File: src/cmd_buffer.sv
`timescale 1ns/1ps
module cmd_buffer #(
    parameter int WIDTH = 8,
    parameter int ALOG  = 5
) (
    // clock
    input  wire logic             i_clk,
    // write side
    input  wire logic             i_we,
    input  wire logic [ALOG-1:0]  i_waddr,
    input  wire logic [WIDTH-1:0] i_wdata,
    // read side
    input  wire logic [ALOG-1:0]  i_raddr,
    output logic      [WIDTH-1:0] o_rdata
);
    logic [WIDTH-1:0] mem [2**ALOG];

    always_ff @(posedge i_clk) begin
        if (i_we) begin
            mem[i_waddr] <= i_wdata;
        end
        o_rdata <= mem[i_raddr];
    end
endmodule : cmd_buffer

File: config.mk
export PLATFORM = sky130hd
export DESIGN_NAME = cmd_buffer
export DESIGN_NICKNAME = d
export VERILOG_FILES = /design/src/cmd_buffer.sv
export SDC_FILE = /design/constraint.sdc
export NUM_CORES = 1
export LEC_CHECK = 0
export ABC_AREA = 1
export BUFFER_PORTS_ARGS = -buffer_cell sky130_fd_sc_hd__buf_2
export CORE_MARGIN = 10
export CORE_UTILIZATION = 60
export DETAILED_ROUTE_END_ITERATION = 10
export PLACE_DENSITY = 0.77
export SETUP_SLACK_MARGIN = 0.5
export SLEW_MARGIN = 15
export SYNTH_ARGS = -nofsm -noshare
export SYNTH_HDL_FRONTEND = slang
export SYNTH_SLANG_ARGS = --single-unit
File: constraint.sdc
create_clock -name i_clk -period 2.2 [get_ports i_clk]
set_input_delay 0.66 -clock i_clk [delete_from_list [all_inputs] [get_ports i_clk]]
set_output_delay 0.66 -clock i_clk [all_outputs]
set_load 0.02 [all_outputs]
Word-level counts from Yosys, hierarchy flattened
Memories as Yosys holds them, arrays and structs flattened. A register that Yosys moved wholly into a read port is not among the register bits.
Index checks and enable logic that the tools add are counted.
W data, S select, Z words.
- bits in writable memories: 256
- memories: 1
- flip-flop bits (word level): 0
- memory list (name ; depth ; width ; rd ports ; clocked after memory_dff ; wr ports ; RTL line ; source):
    mem ; 32 ; 8 ; 1 ; 1 ; 1 ; 16 ; logic [WIDTH-1:0] mem [2**ALOG];
- mux-type cells: 2
- operator list (kind ; number):
    $mux W1 ; 2

Longest topological paths before layout
- depth in word-level cells: 2
- depth in mapped cells: 11
- depth with buffers taken out: 9

Worst setup path before layout
OpenSTA, ideal clock, no wires.
- path type: input to register
- from: input port i_waddr[0]
- to: memory mem[0][0] (enable)
- arrival: 1324 ps
- buffers on the path: 0
- data required time: 1830 ps
- setup slack: 506 ps
- library setup time: 370 ps
- stages: 3
- cell sequence: inv_1 -> nand3_1 -> nor2_1
- RTL lines (element ; RTL line ; source):
    from (decl) ; 10 ; input wire logic [ALOG-1:0] i_waddr,
    to (decl) ; 16 ;
Straight into the memory's write port.

Worst setup path in the final report
- from: register o_rdata[1] (read register of mem)
- to: output port o_rdata[1]
- RTL lines (element ; RTL line ; source):
    from (decl) ; 14 ; output logic [WIDTH-1:0] o_rdata
No word-level cell between the ends.

==> reports/metrics.json <==
{
  "cts-htree-levels": 1,
  "power.static_leakage_nw": 4.57,
  "die_y_um": 154,
  "detail_route.iter0.violations": 954,
  "cts_tree": "built",
  "worst_hold_slack_ns": 0.457,
  "ys_warn_count": 0,
  "rrSetupSlack_ns": 1.05,
  "path_buf_inv": 1,
  "synth_largest_area_cell": "sky130_fd_sc_hd__edfxtp_1",
  "synth_cell_types": 12,
  "synth.top_cell.area_share_pct": 71.3,
  "finalSetupViolCount": 0,
  "floorplan.initialDensity_pct": 61.7,
  "finalWeightedCongestion": 0.820,
  "hold_viol_final": 0,
  "timing.final.crit_period_ns": 1.68,
  "detail_route.wirelength_mm": 24.1,
  "power.density_cell_area_nw_per_um2": 868,
  "period_share_pct": 76.5,
  "cp_startpoint": "o_rdata[1]$_DFF_P_",
  "synth_nets": 942,
  "clock_insertion_delay_worst_skew_ns": 0.53,
  "layoutNonFillerInstCount": 1219,
  "synth_flop_cell": "sky130_fd_sc_hd__edfxtp_1",
  "regToRegStartpoint": "mem[9][1]$_DFFE_PP_",
  "async_flop_share_pct": 0,
  "cts_setup_buffers": 0,
  "clk_root_buffer_cell": "sky130_fd_sc_hd__clkbuf_16",
  "syn_area_um2": 10800,
  "drv_cap": 0,
  "cpPeakStageDelay_ns": 0.35,
  "grt_max_degree": 73,
  "rsz0062_at_grt": "no",
  "netlist_instances": 922,
  "cp_top_family": "flip-flops",
  "firstDrtPassIters": 5,
  "syn_avg_cell_area_um2": 11.7,
  "grt_pass1_vias": 6821,
  "layout.nets": 995,
  "place_inst": 1172,
  "post-route-drc-count": 0,
  "worstPathRequired_ns": 1.54,
  "fp-row-count": 48,
  "timing.critical_path.fanout_max": 1,
  "outcome": "complete, no violations",
  "maxSlewViolCount": 0,
  "grt_antenna_before_repair": 0,
  "regToRegEndpoint": "o_rdata[1]$_DFF_P_",
  "max-clock-path-buffers": 3,
  "die-area_um2": 23700,
  "timing.hold.worst.class": "input pin to flip-flop",
  "globalRouteOverflowTotal": 0,
  "worst_slew_pin_slew_ns": 0.720,
  "post_drt_wl_per_cell_um": 19.8,
  "dp_hpwl_mm": 13.9,
  "postSynthRegisterBits": 264,
  "grt_pass1_wl_mm": 38.0,
  "hold_end": "o_rdata[1]$_DFF_P_",
  "number_of_cts_inserted_buffers": 26,
  "fmax_mhz": 594,
  "fill_cells": 1215,
  "cts.sink_count": 264,
  "hold-path-cell-count": 3,
  "diodes": 0,
  "crit_path_cell_trace": "buf_4",
  "detail_route.vias_per_cell": 5.76,
  "start_kind": "flip-flop",
  "max_slew_margin_pct": 52.0,
  "register_area_share_after_synthesis_pct": 72.8,
  "setup.worst_path.end_class": "primary output",
  "core_um2": 17500,
  "ff2ff_path_depth": 8,
  "flow.area_growth_from_synthesis_pct": 12.2,
  "crit_arrival_ns": 1.02,
  "boundaryPins": 28,
  "most_frequent_cell_after_synthesis": "sky130_fd_sc_hd__nand2_1",
  "ant_nets": 0,
  "die_width_um": 154,
  "critPathKind": "flip-flop to primary output",
  "synth.top_cells.by_area": "sky130_fd_sc_hd__edfxtp_1, sky130_fd_sc_hd__nand2_1, sky130_fd_sc_hd__nand3_1, sky130_fd_sc_hd__buf_6, sky130_fd_sc_hd__dfxtp_1",
  "total_negative_setup_slacks_ns": 0,
  "min-delay-start": "i_raddr[4]",
  "synth_edf_count": 256,
  "cpMaxStageDelayCell": "sky130_fd_sc_hd__dfxtp_2",
  "clock_transition_at_path_regs_ns": 0.06,
  "worst_ir_drop_vdd_mv": 0.732,
  "grt.total_usage_pct": 20.1,
  "share_of_post_route_cells_with_drive_strength_above_1_pct": 12.3,
  "synth_commonest_cells": "sky130_fd_sc_hd__nand2_1, sky130_fd_sc_hd__edfxtp_1, sky130_fd_sc_hd__nand3_1",
  "buffer_ports.inserted": 27,
  "setup_skew_after_layout_ns": 0.0188,
  "vias": 7027
}
## registers in the layout, summed over array words and instances, names as in the netlist
signal and flops:
o_rdata 8, mem 256
## how the worst max path moves through the flow
stage                                to  cells after the start  slack, ns
finish                       o_rdata[1]                      1       0.52
global route                 o_rdata[1]                      1       0.50
CTS                          o_rdata[2]                      1       0.50
detailed placement   o_rdata[1]$_DFF_P_                     10       0.20
global placement     o_rdata[1]$_DFF_P_                     10       0.24
floorplan           mem[0][0]$_DFFE_PP_                      3       0.51
## power by group
| group | switching (mW) | internal, mW | leakage [nW] | total [mW] |
|---|---|---|---|---|
| combinational | 0.491 | 0.198 | 1.80 | 0.689 |
| sequential | 0.0276 | 5.59 | 2.37 | 5.62 |
| clock | 1.76 | 2.42 | 0.399 | 4.19 |
## logic make-up after synthesis
group / share of synthesized area (%)
and+or+nand+nor: 23.1
DFF: 72.8
buffers and inverters: 4.14
## layout make-up
type	count	area, um^2	area share (%)
clock inverters	8	45.0	0.372
clock buffers	39	772	6.38
well taps	225	282	2.33
repair buffers	77	609	5.04
inverters	10	38.8	0.321
multi-input cells	596	2490	20.6
flip-flops and latches	264	7860	65.0
## layout by cell type, fill, tap and decap left out
master                       instances
sky130_fd_sc_hd__nand3_1           204
sky130_fd_sc_hd__buf_6               1
sky130_fd_sc_hd__clkinvlp_4          1
sky130_fd_sc_hd__nand2_1           360
sky130_fd_sc_hd__clkinv_2            4
sky130_fd_sc_hd__clkinv_1            3
sky130_fd_sc_hd__clkbuf_8            3
sky130_fd_sc_hd__inv_1               8
sky130_fd_sc_hd__clkbuf_1            8
sky130_fd_sc_hd__dfxtp_4             1
sky130_fd_sc_hd__buf_4              51
sky130_fd_sc_hd__inv_8               1
sky130_fd_sc_hd__buf_2              19
sky130_fd_sc_hd__edfxtp_1          256
sky130_fd_sc_hd__nor2_1             32
sky130_fd_sc_hd__dfxtp_1             1
sky130_fd_sc_hd__buf_12              6
sky130_fd_sc_hd__inv_2               1
sky130_fd_sc_hd__dfxtp_2             6
sky130_fd_sc_hd__clkbuf_16          28
## what timing repair did
| item | CTS | global route |
|---|---|---|
| gates resized for setup | 14 | 2 |
| hold endpoints to repair | 0 | 0 |
| hold buffers | 0 | 0 |
| endpoints found under the setup margin | 7 | 1 |
## metal layers
layer  global-route usage (%)  routed length [um]  vias to the layer above  part of all wire (%)
li1                         -                   -                     3298                     -
met1                     25.8                9380                     3351                    39
met2                     35.1               12200                      336                    51
met3                     2.76                2020                       42                   8.4
met4                     5.44                 502                        0                   2.1
met5                        0                   0                        -                     0
## tightest hold or removal path: stages
cell	delay, ns
sky130_fd_sc_hd__buf_2	0.16
sky130_fd_sc_hd__nand2_1	0.09
sky130_fd_sc_hd__nand2_1	0.04
## through the flow
step	setup WS [ns]	power [mW]	util [%]	area [um^2]
after CTS	0.496	10.5	69.2	12100
after floorplan	0.506	6.14	-	10800
after global routing	0.502	10.8	69.2	12100
final	0.518	10.5	69.2	12100
after global placement	0.244	6.38	64.4	11200
after detailed placement	0.203	6.40	64.4	11200
Note: power is estimated with default switching activity, not from simulation.
